==> src/rtl/sac_pkg.sv <==
`default_nettype none
package sac_pkg;
	localparam logic [7:0] ADDR_CTRL_PRIMARY = 8'h34;
	localparam logic [7:0] ADDR_CTRL_TIMING_STATUS = 8'h35;
	localparam logic [7:0] ADDR_RESULT_LOW = 8'h36;
	localparam logic [7:0] ADDR_RESULT_HIGH = 8'h37;
	localparam logic [7:0] RESET_VALUE = 8'h00;
	// adc_ctrl_primary fields
	localparam int GO_BIT = 7;
	localparam int MODE_HI = 6;
	localparam int MODE_LO = 5;
	localparam int AIN_EN_BIT = 4;
	localparam int CHAN_HI = 3;
	// adc_ctrl_timing_status fields
	localparam int DONE_BIT = 7;
	localparam int BUSY_BIT = 6;
	localparam int TIME_HI = 2;
	localparam logic [1:0] MODE_OFF = 2'h0;
	localparam logic [1:0] MODE_SINGLE = 2'h1;
	localparam logic [1:0] MODE_REPEAT = 2'h3;
	localparam logic [3:0] CHAN_LAST = 4'h7;
	localparam logic [2:0] TIME_LAST = 3'h4;
	// conversion times in core cycles, base code and shifts
	localparam int CONV_BASE_CYC = 39;
	// start plus store latency: worst figures per code pair
	localparam int LAT_00X = 10;
	localparam int LAT_01X = 32;
	localparam int LAT_10X = 128;
	// latency actually used: one cycle to start, one to store
	localparam logic [11:0] LAT_USED = 12'h002;
	localparam int CNT_W = 12;
	localparam int RES_W = 10;
	typedef enum logic [1:0] {SAC_IDLE, SAC_CONV, SAC_STORE} sac_state_type;
endpackage
`default_nettype wire

==> src/rtl/sac_conv_if.sv <==
`default_nettype none
interface sac_conv_if;
	logic start;
	logic abort;
	logic [2:0] time_code;
	logic done;
	modport ctl (output start, output abort, output time_code, input done);
	modport tmr (input start, input abort, input time_code, output done);
endinterface
`default_nettype wire

==> src/rtl/sac_conv_timer.sv <==
`default_nettype none
// counts the selected conversion length and pulses done at its end
module sac_conv_timer (
	input wire logic clk_i,
	input wire logic rstn_i,
	sac_conv_if.tmr cv
);
	logic [sac_pkg::CNT_W-1:0] cnt_r;
	logic run_r;
	logic [sac_pkg::CNT_W-1:0] len;
	logic [sac_pkg::CNT_W-1:0] base;
	assign base = sac_pkg::CNT_W'(sac_pkg::CONV_BASE_CYC);
	// 39 << code gives 39,78,156,312,624
	assign len = base << cv.time_code;
	always_ff @(posedge clk_i) begin
		if (!rstn_i || cv.abort) begin
			run_r <= 1'b0;
			cnt_r <= '0;
			cv.done <= 1'b0;
		end else begin
			cv.done <= 1'b0;
			if (cv.start) begin
				run_r <= 1'b1;
				cnt_r <= len - 1'b1;
			end else if (run_r) begin
				if (cnt_r == '0) begin
					run_r <= 1'b0;
					cv.done <= 1'b1;
				end else begin
					cnt_r <= cnt_r - 1'b1;
				end
			end
		end
	end
endmodule
`default_nettype wire

==> src/rtl/sac_regs.sv <==
// Overview of operation
// - mode: off, single, repeat; 10 reserved
// - channel codes 0..7 pick inputs
// - input enable bit gates all inputs
// - go bit starts, self clears, reads 0
// - low power clears go, mode, enable
// - done flag high after conversion ends
// - busy flag high while converting
// - time code sets 39..624 cycles
// - status bits 3..5 read zero
// - high result read or restart clears done
// - low power clears flags, results, aborts
// - ten bit result split low/high
// - mode off clears results
// - repeat: split read keeps old result
// - start plus store latency bounded
// - completion stores, sets done, irqs
// - busy set on start, cleared end/stop
// - repeat restarts automatically
// - mode off stops at once, clears flags
//
// The address-and-strobe port was left to the implementer.
`default_nettype none
module sac_regs (
	input wire logic clk_i,
	input wire logic rstn_i,
	input wire logic [7:0] addr_i,
	input wire logic [7:0] wdata_i,
	input wire logic wr_i,
	input wire logic rd_i,
	input wire logic low_power_i,
	input wire logic [9:0] sar_value_i,
	output logic [7:0] rdata_o,
	output logic [3:0] channel_sel_o,
	output logic analog_in_en_o,
	output logic sample_o,
	output logic conv_done_irq_o
);
	// ************************************************
	// state
	// ************************************************
	sac_conv_if cv ();
	sac_pkg::sac_state_type state_r;
	sac_pkg::sac_state_type state_nxt;
	logic [1:0] op_mode_sel_r;
	logic analog_in_en_r;
	logic [3:0] channel_sel_r;
	logic [2:0] time_sel_r;
	logic conv_done_flag_r;
	logic conv_busy_flag_r;
	logic [9:0] result_r;
	logic low_read_r;
	logic go_pend_r;
	logic [7:0] rdata_r;
	logic irq_r;
	logic sample_r;

	// ************************************************
	// decode
	// ************************************************
	logic wr_ctrl;
	logic wr_time;
	logic rd_low;
	logic rd_high;
	logic [1:0] wr_mode;
	logic wr_go;
	logic mode_off_wr;
	logic abort;
	logic start_now;
	logic store;
	logic repeat_mode;
	logic [7:0] ctrl_rd;
	logic [7:0] stat_rd;
	logic [7:0] rd_mux;
	assign wr_ctrl = wr_i && addr_i == sac_pkg::ADDR_CTRL_PRIMARY;
	assign wr_time = wr_i && addr_i == sac_pkg::ADDR_CTRL_TIMING_STATUS;
	assign rd_low = rd_i && addr_i == sac_pkg::ADDR_RESULT_LOW;
	assign rd_high = rd_i && addr_i == sac_pkg::ADDR_RESULT_HIGH;
	assign wr_mode = wdata_i[sac_pkg::MODE_HI:sac_pkg::MODE_LO];
	assign wr_go = wr_ctrl && wdata_i[sac_pkg::GO_BIT];
	assign mode_off_wr = wr_ctrl && wr_mode == sac_pkg::MODE_OFF;
	assign abort = low_power_i || mode_off_wr;
	assign repeat_mode = op_mode_sel_r == sac_pkg::MODE_REPEAT;
	// go is honoured only in a legal mode with a legal channel/time
	assign start_now = go_pend_r && !abort &&
		(op_mode_sel_r == sac_pkg::MODE_SINGLE || repeat_mode) &&
		channel_sel_r <= sac_pkg::CHAN_LAST &&
		time_sel_r <= sac_pkg::TIME_LAST && state_r == sac_pkg::SAC_IDLE;
	// a split read in single or repeat mode, or a low result read during the store
	// cycle, drops the new value; the irq is withheld with it
	assign store = state_r == sac_pkg::SAC_STORE && !abort &&
		!(low_read_r && !rd_high) && !rd_low;
	assign cv.start = start_now ||
		(state_r == sac_pkg::SAC_STORE && repeat_mode && !abort);
	assign cv.abort = abort;
	assign cv.time_code = time_sel_r;
	// go bit always reads back 0
	assign ctrl_rd = {1'b0, op_mode_sel_r, analog_in_en_r, channel_sel_r};
	assign stat_rd = {conv_done_flag_r, conv_busy_flag_r, 3'h0, time_sel_r};
	assign rd_mux = (addr_i == sac_pkg::ADDR_CTRL_PRIMARY) ? ctrl_rd :
		(addr_i == sac_pkg::ADDR_CTRL_TIMING_STATUS) ? stat_rd :
		(addr_i == sac_pkg::ADDR_RESULT_LOW) ? result_r[7:0] :
		(addr_i == sac_pkg::ADDR_RESULT_HIGH) ? {6'h00, result_r[9:8]} :
		sac_pkg::RESET_VALUE;

	sac_conv_timer u_timer (
		.clk_i(clk_i),
		.rstn_i(rstn_i),
		.cv(cv.tmr)
	);

	// ************************************************
	// sequencer
	// ************************************************
	always_comb begin
		state_nxt = state_r;
		case (state_r)
			sac_pkg::SAC_IDLE: begin
				if (start_now) state_nxt = sac_pkg::SAC_CONV;
			end
			sac_pkg::SAC_CONV: begin
				if (cv.done) state_nxt = sac_pkg::SAC_STORE;
			end
			sac_pkg::SAC_STORE: begin
				state_nxt = repeat_mode ? sac_pkg::SAC_CONV : sac_pkg::SAC_IDLE;
			end
			default: state_nxt = sac_pkg::SAC_IDLE;
		endcase
		if (abort) state_nxt = sac_pkg::SAC_IDLE;
	end

	always_ff @(posedge clk_i) begin
		if (!rstn_i) state_r <= sac_pkg::SAC_IDLE;
		else state_r <= state_nxt;
	end

	// ************************************************
	// control registers
	// ************************************************
	always_ff @(posedge clk_i) begin
		if (!rstn_i || low_power_i) begin
			op_mode_sel_r <= sac_pkg::MODE_OFF;
			analog_in_en_r <= 1'b0;
			go_pend_r <= 1'b0;
		end else begin
			if (wr_ctrl) begin
				op_mode_sel_r <= wr_mode;
				analog_in_en_r <= wdata_i[sac_pkg::AIN_EN_BIT];
			end
			// go waits one cycle for the mode to settle, then clears
			if (wr_go) go_pend_r <= 1'b1;
			else go_pend_r <= 1'b0;
		end
	end

	always_ff @(posedge clk_i) begin
		if (!rstn_i) begin
			channel_sel_r <= 4'h0;
			time_sel_r <= 3'h0;
		end else begin
			if (wr_ctrl) channel_sel_r <= wdata_i[sac_pkg::CHAN_HI:0];
			if (wr_time) time_sel_r <= wdata_i[sac_pkg::TIME_HI:0];
		end
	end

	// ************************************************
	// flags and result
	// ************************************************
	always_ff @(posedge clk_i) begin
		if (!rstn_i || abort) begin
			conv_busy_flag_r <= 1'b0;
			conv_done_flag_r <= 1'b0;
			result_r <= 10'h000;
			low_read_r <= 1'b0;
		end else begin
			if (start_now) conv_busy_flag_r <= 1'b1;
			else if (state_r == sac_pkg::SAC_STORE && !repeat_mode)
				conv_busy_flag_r <= 1'b0;
			if (store) begin
				result_r <= sar_value_i;
				conv_done_flag_r <= 1'b1;
			end else if (rd_high || start_now) begin
				conv_done_flag_r <= 1'b0;
			end
			if (rd_low) low_read_r <= 1'b1;
			else if (rd_high) low_read_r <= 1'b0;
		end
	end

	// ************************************************
	// outputs
	// ************************************************
	always_ff @(posedge clk_i) begin
		if (!rstn_i) begin
			rdata_r <= sac_pkg::RESET_VALUE;
			irq_r <= 1'b0;
			sample_r <= 1'b0;
		end else begin
			rdata_r <= rd_i ? rd_mux : sac_pkg::RESET_VALUE;
			irq_r <= store;
			sample_r <= state_r == sac_pkg::SAC_CONV && cv.done;
		end
	end

	assign rdata_o = rdata_r;
	assign channel_sel_o = channel_sel_r;
	assign analog_in_en_o = analog_in_en_r;
	assign sample_o = sample_r;
	assign conv_done_irq_o = irq_r;
endmodule
`default_nettype wire

==> config.mk <==
export PLATFORM = sky130hd
export DESIGN_NAME = sac_regs
export DESIGN_NICKNAME = d
export VERILOG_FILES = /design/src/rtl/sac_pkg.sv /design/src/rtl/sac_conv_if.sv /design/src/rtl/sac_conv_timer.sv /design/src/rtl/sac_regs.sv
export SDC_FILE = /design/constraint.sdc
export NUM_CORES = 1
export LEC_CHECK = 0
export BUFFER_PORTS_ARGS = -buffer_cell sky130_fd_sc_hd__buf_2
export CAP_MARGIN = 30
export CORE_MARGIN = 2
export CORE_UTILIZATION = 25
export CTS_CLUSTER_SIZE = 40
export DETAILED_ROUTE_END_ITERATION = 7
export PLACE_DENSITY = 0.48
export SLEW_MARGIN = 40
export SYNTH_ARGS = -nofsm -noshare
export SYNTH_HDL_FRONTEND = slang
export SYNTH_HIERARCHICAL = 1
export SYNTH_SLANG_ARGS = --single-unit
==> constraint.sdc <==
create_clock -name clk_i -period 7.7 [get_ports clk_i]
set_clock_uncertainty 0.2 [all_clocks]
set_input_delay 1.155 -clock clk_i [delete_from_list [all_inputs] [get_ports clk_i]]
set_output_delay 1.155 -clock clk_i [all_outputs]
set_load 0.01 [all_outputs]
==> results_dict.tcl <==
set metrics [dict create \
    min_period_over_period_pct 56.75 \
    cts_made_buffers 5 \
    insertion_delay_ps 310 \
    min_period_ps 4370 \
    hp-start "result_r[8]" \
    die_w_um 109.0 \
    clkTransAtPathRegs_ps 100 \
    yosysWarnings 6 \
    h-tree-depth 2 \
    netlist_area_sq_um 2755 \
    synth_seq_area_share_pct 36.33 \
    antenna_found_initial 0 \
    r2r.worst_path.cells 13 \
    tns_ps 0 \
    routed_wl_mm 6.761 \
    cp_cell_sequence "buf_2, nor4b_4, a41o_2, a21oi_2, buf_4, and2b_4, a22oi_4, ha_1, inv_1, a221oi_4, nand4b_4, or4_1, nand3_1, a21oi_1" \
    power_density_nw_per_um2 141.6 \
    drt_iter0_markers 87 \
    vdd_drop_max_mv 0.07363 \
    cts_resized 0 \
    die-height_um 109.0 \
    maxCapViolations 0 \
    place_area_sq_um 3104 \
    syn_nets 335 \
    num_io_pins 46 \
    synth_top_cell_by_area "dfxtp_1" \
    wl_per_cell_um 14.11 \
    hold_buffers 0 \
    drcViolationCount 0 \
    cts_buffer_depth 2 \
    portBuffers 45 \
    drive_gt1_share_pct 24.48 \
    synth-seq-cells 50 \
    cts_tree "done" \
    syn_area_per_cell_sq_um 9.277 \
    path_max_fanout 19 \
    nets 376 \
    leakagePower_nw 1.238 \
    timing.fmax_mhz 228.8 \
    design_area_sq_um 3199 \
    dp_hpwl_mm 5.093 \
    end_kind "flip-flop" \
    multi_input_area_sq_um 1647 \
    yosys-top-cells-area "dfxtp_1 36%, mux2i_1 9.4%, nand2_1 5.3%" \
    drt_pass1_iterations 4 \
    min_to "result_r[8]" \
    rsz0062_at_grt "no" \
    path_buf_inv 3 \
    tightest_slew_ps 806.7 \
    relSlewSlack_pct 46.05 \
    final_hold_viol_count 0 \
    regArea_sq_um 1001 \
    area_growth_pct 16.12 \
    core_area_sq_um 10790 \
    holdWs_ps 264.4 \
    hold_path.class "flip-flop to flip-flop" \
    r2r_setup_slack_ps 4130 \
    grt_pass1_wl_mm 11.43 \
    antenna_cells 0 \
    rows 38 \
    status "finished, final reports clean" \
    fillers 1168 \
    crit_arrival_ps 4350 \
    root_buffer "clkbuf_8" \
    vias_per_cell 4.689 \
    via_count 2246 \
    setup_viol 0 \
    ys_types 61 \
    synth_edf_count 0 \
    worstPathRequired_ps 7680 \
    slowest_delay_ps 520 \
    hold_depth 2 \
    clkSinkCount 50 \
    grt-ovfl-total 0 \
    cp_slowest_cell "nor4b_4" \
    dieArea_sq_um 11880 \
    ant_nets 0 \
    postCtsSetupBuffers 0 \
    final_util_pct 29.64 \
    r2r_start "cv.time_code[2]" \
    gp_congestion 0.8361 \
    initial_core_util_pct 25.53 \
    netlist_instances 297 \
    cp_top_family "simple AND/OR/NAND/NOR gates" \
    async_flop_share_pct 0 \
    ys.flop_type "dfxtp_1" \
    reg2reg_to "u_timer/cnt_r[10]" \
    grt_pass1_vias 2223 \
    synth_top_area_share_pct 36.33 \
    critPathLaunchType "input pin" \
    grt_max_degree 25 \
    grt_usage_pct 12.26 \
    drv_slew 0 \
    worst-setup-path-type "input pin to flip-flop" \
]
cell usage after synthesis, types with 2 or more instances:
cell,instances
dfxtp_1,50
nand2_1,39
nor2_1,29
mux2i_1,26
a21oi_1,13
nor2b_1,11
inv_1,10
nand2b_1,8
ha_1,7
and3_1,6
nand3_1,6
nor3_1,6
o21ai_0,6
a211oi_1,4
buf_2,4
buf_6,4
clkbuf_1,4
xnor2_1,4
a22oi_1,3
a31oi_1,3
and2_1,3
mux2_2,3
nand4_1,3
a211o_1,2
a22o_1,2
a22oi_4,2
a31o_2,2
nor4_1,2
o21a_1,2
xor2_1,2
power breakdown:
group / total (mW) / internal [mW] / switching, mW
clock network: 0.168 / 0.0672 / 0.101
registers: 0.259 / 0.258 / 0.000112
logic: 0.0260 / 0.0104 / 0.0156
total: 0.453 / 0.336 / 0.117
per-stage QoR:
step,std cells,setup WS [ps],total power [mW]
after floorplan,297,3583,0.2779
after global placement,471,3129,0.2902
after detailed placement,471,2983,0.2912
after CTS,479,3330,0.4604
after global routing,479,3142,0.4739
final,479,3330,0.4530
per-layer routing:
metal	track usage, %	wire length (um)
met1	17.49	3389
met2	18.86	2968
met3	1.733	293
met4	4.121	110
met5	0	0
cells by family after synthesis:
family,synth area share [%]
multiplexers,12.03
adder cells (fa/ha/maj),3.179
AND/OR/NAND/NOR,24.66
XOR/XNOR,1.907
flip-flops,36.33
buffers and inverters,4.541
AO/OA/AOI/OAI,17.35
worst register-to-register path, cell delays in order (launching register included):
cell	delay [ps]
dfxtp_1	670
o21ai_0	220
nand3_1	220
a21oi_2	70
buf_4	220
and2b_4	240
a22oi_4	230
ha_1	220
inv_1	70
a221oi_4	240
nand4b_4	160
or4_1	520
nand3_1	100
a21oi_1	70
layout make-up:
class / count / area share (%)
multi-input combinational: 223 / 51.47
sequential: 50 / 31.29
timing repair buffer: 47 / 7.509
tap: 140 / 5.475
clock buffer: 5 / 2.151
inverter: 11 / 1.291
clock inverter: 3 / 0.8213
cell usage in the layout (no fill, tap or decap), types with 2 or more instances in the layout:
| master | n |
|---|---|
| nand4_1 | 3 |
| buf_4 | 2 |
| nand2b_1 | 8 |
| a22o_1 | 2 |
| o21ai_0 | 6 |
| ha_1 | 7 |
| nor3_1 | 6 |
| xnor2_1 | 4 |
| nor2b_1 | 11 |
| a31o_2 | 2 |
| nand2_1 | 39 |
| mux2i_1 | 26 |
| clkbuf_8 | 5 |
| nor2_1 | 28 |
| inv_6 | 2 |
| xor2_1 | 2 |
| dfxtp_1 | 50 |
| inv_1 | 10 |
| a211o_1 | 2 |
| a31oi_1 | 3 |
| a22oi_4 | 2 |
| buf_2 | 45 |
| nor4_1 | 2 |
| a211oi_1 | 4 |
| a21oi_1 | 12 |
| a22oi_1 | 3 |
| and3_1 | 6 |
| mux2_2 | 3 |
| nand3_1 | 6 |
| and2_1 | 3 |
| o21a_1 | 2 |
worst max path at each step:
stage,from,endpoint,cells after the start
after floorplan,addr_i[7],u_timer/cnt_r[10],14
after global routing,addr_i[1],u_timer/cnt_r[10],14
after CTS,addr_i[1],u_timer/cnt_r[10],14
after detailed placement,addr_i[1],u_timer/cnt_r[10],14
after global placement,addr_i[1],u_timer/cnt_r[10],14
final,addr_i[1],u_timer/cnt_r[10],14
state kept, by name (all words and copies together), names as in the netlist:
register,flops
u_timer/run_r,1
conv_done_irq_o,1
result_r,10
u_timer/cnt_r,12
op_mode_sel_r,2
low_read_r,1
state_r,2
conv_done_flag_r,1
u_timer/cv.done,1
sample_o,1
channel_sel_o,4
go_pend_r,1
conv_busy_flag_r,1
cv.time_code,3
analog_in_en_o,1
rdata_o,8
(Power assumes the default switching activity.)
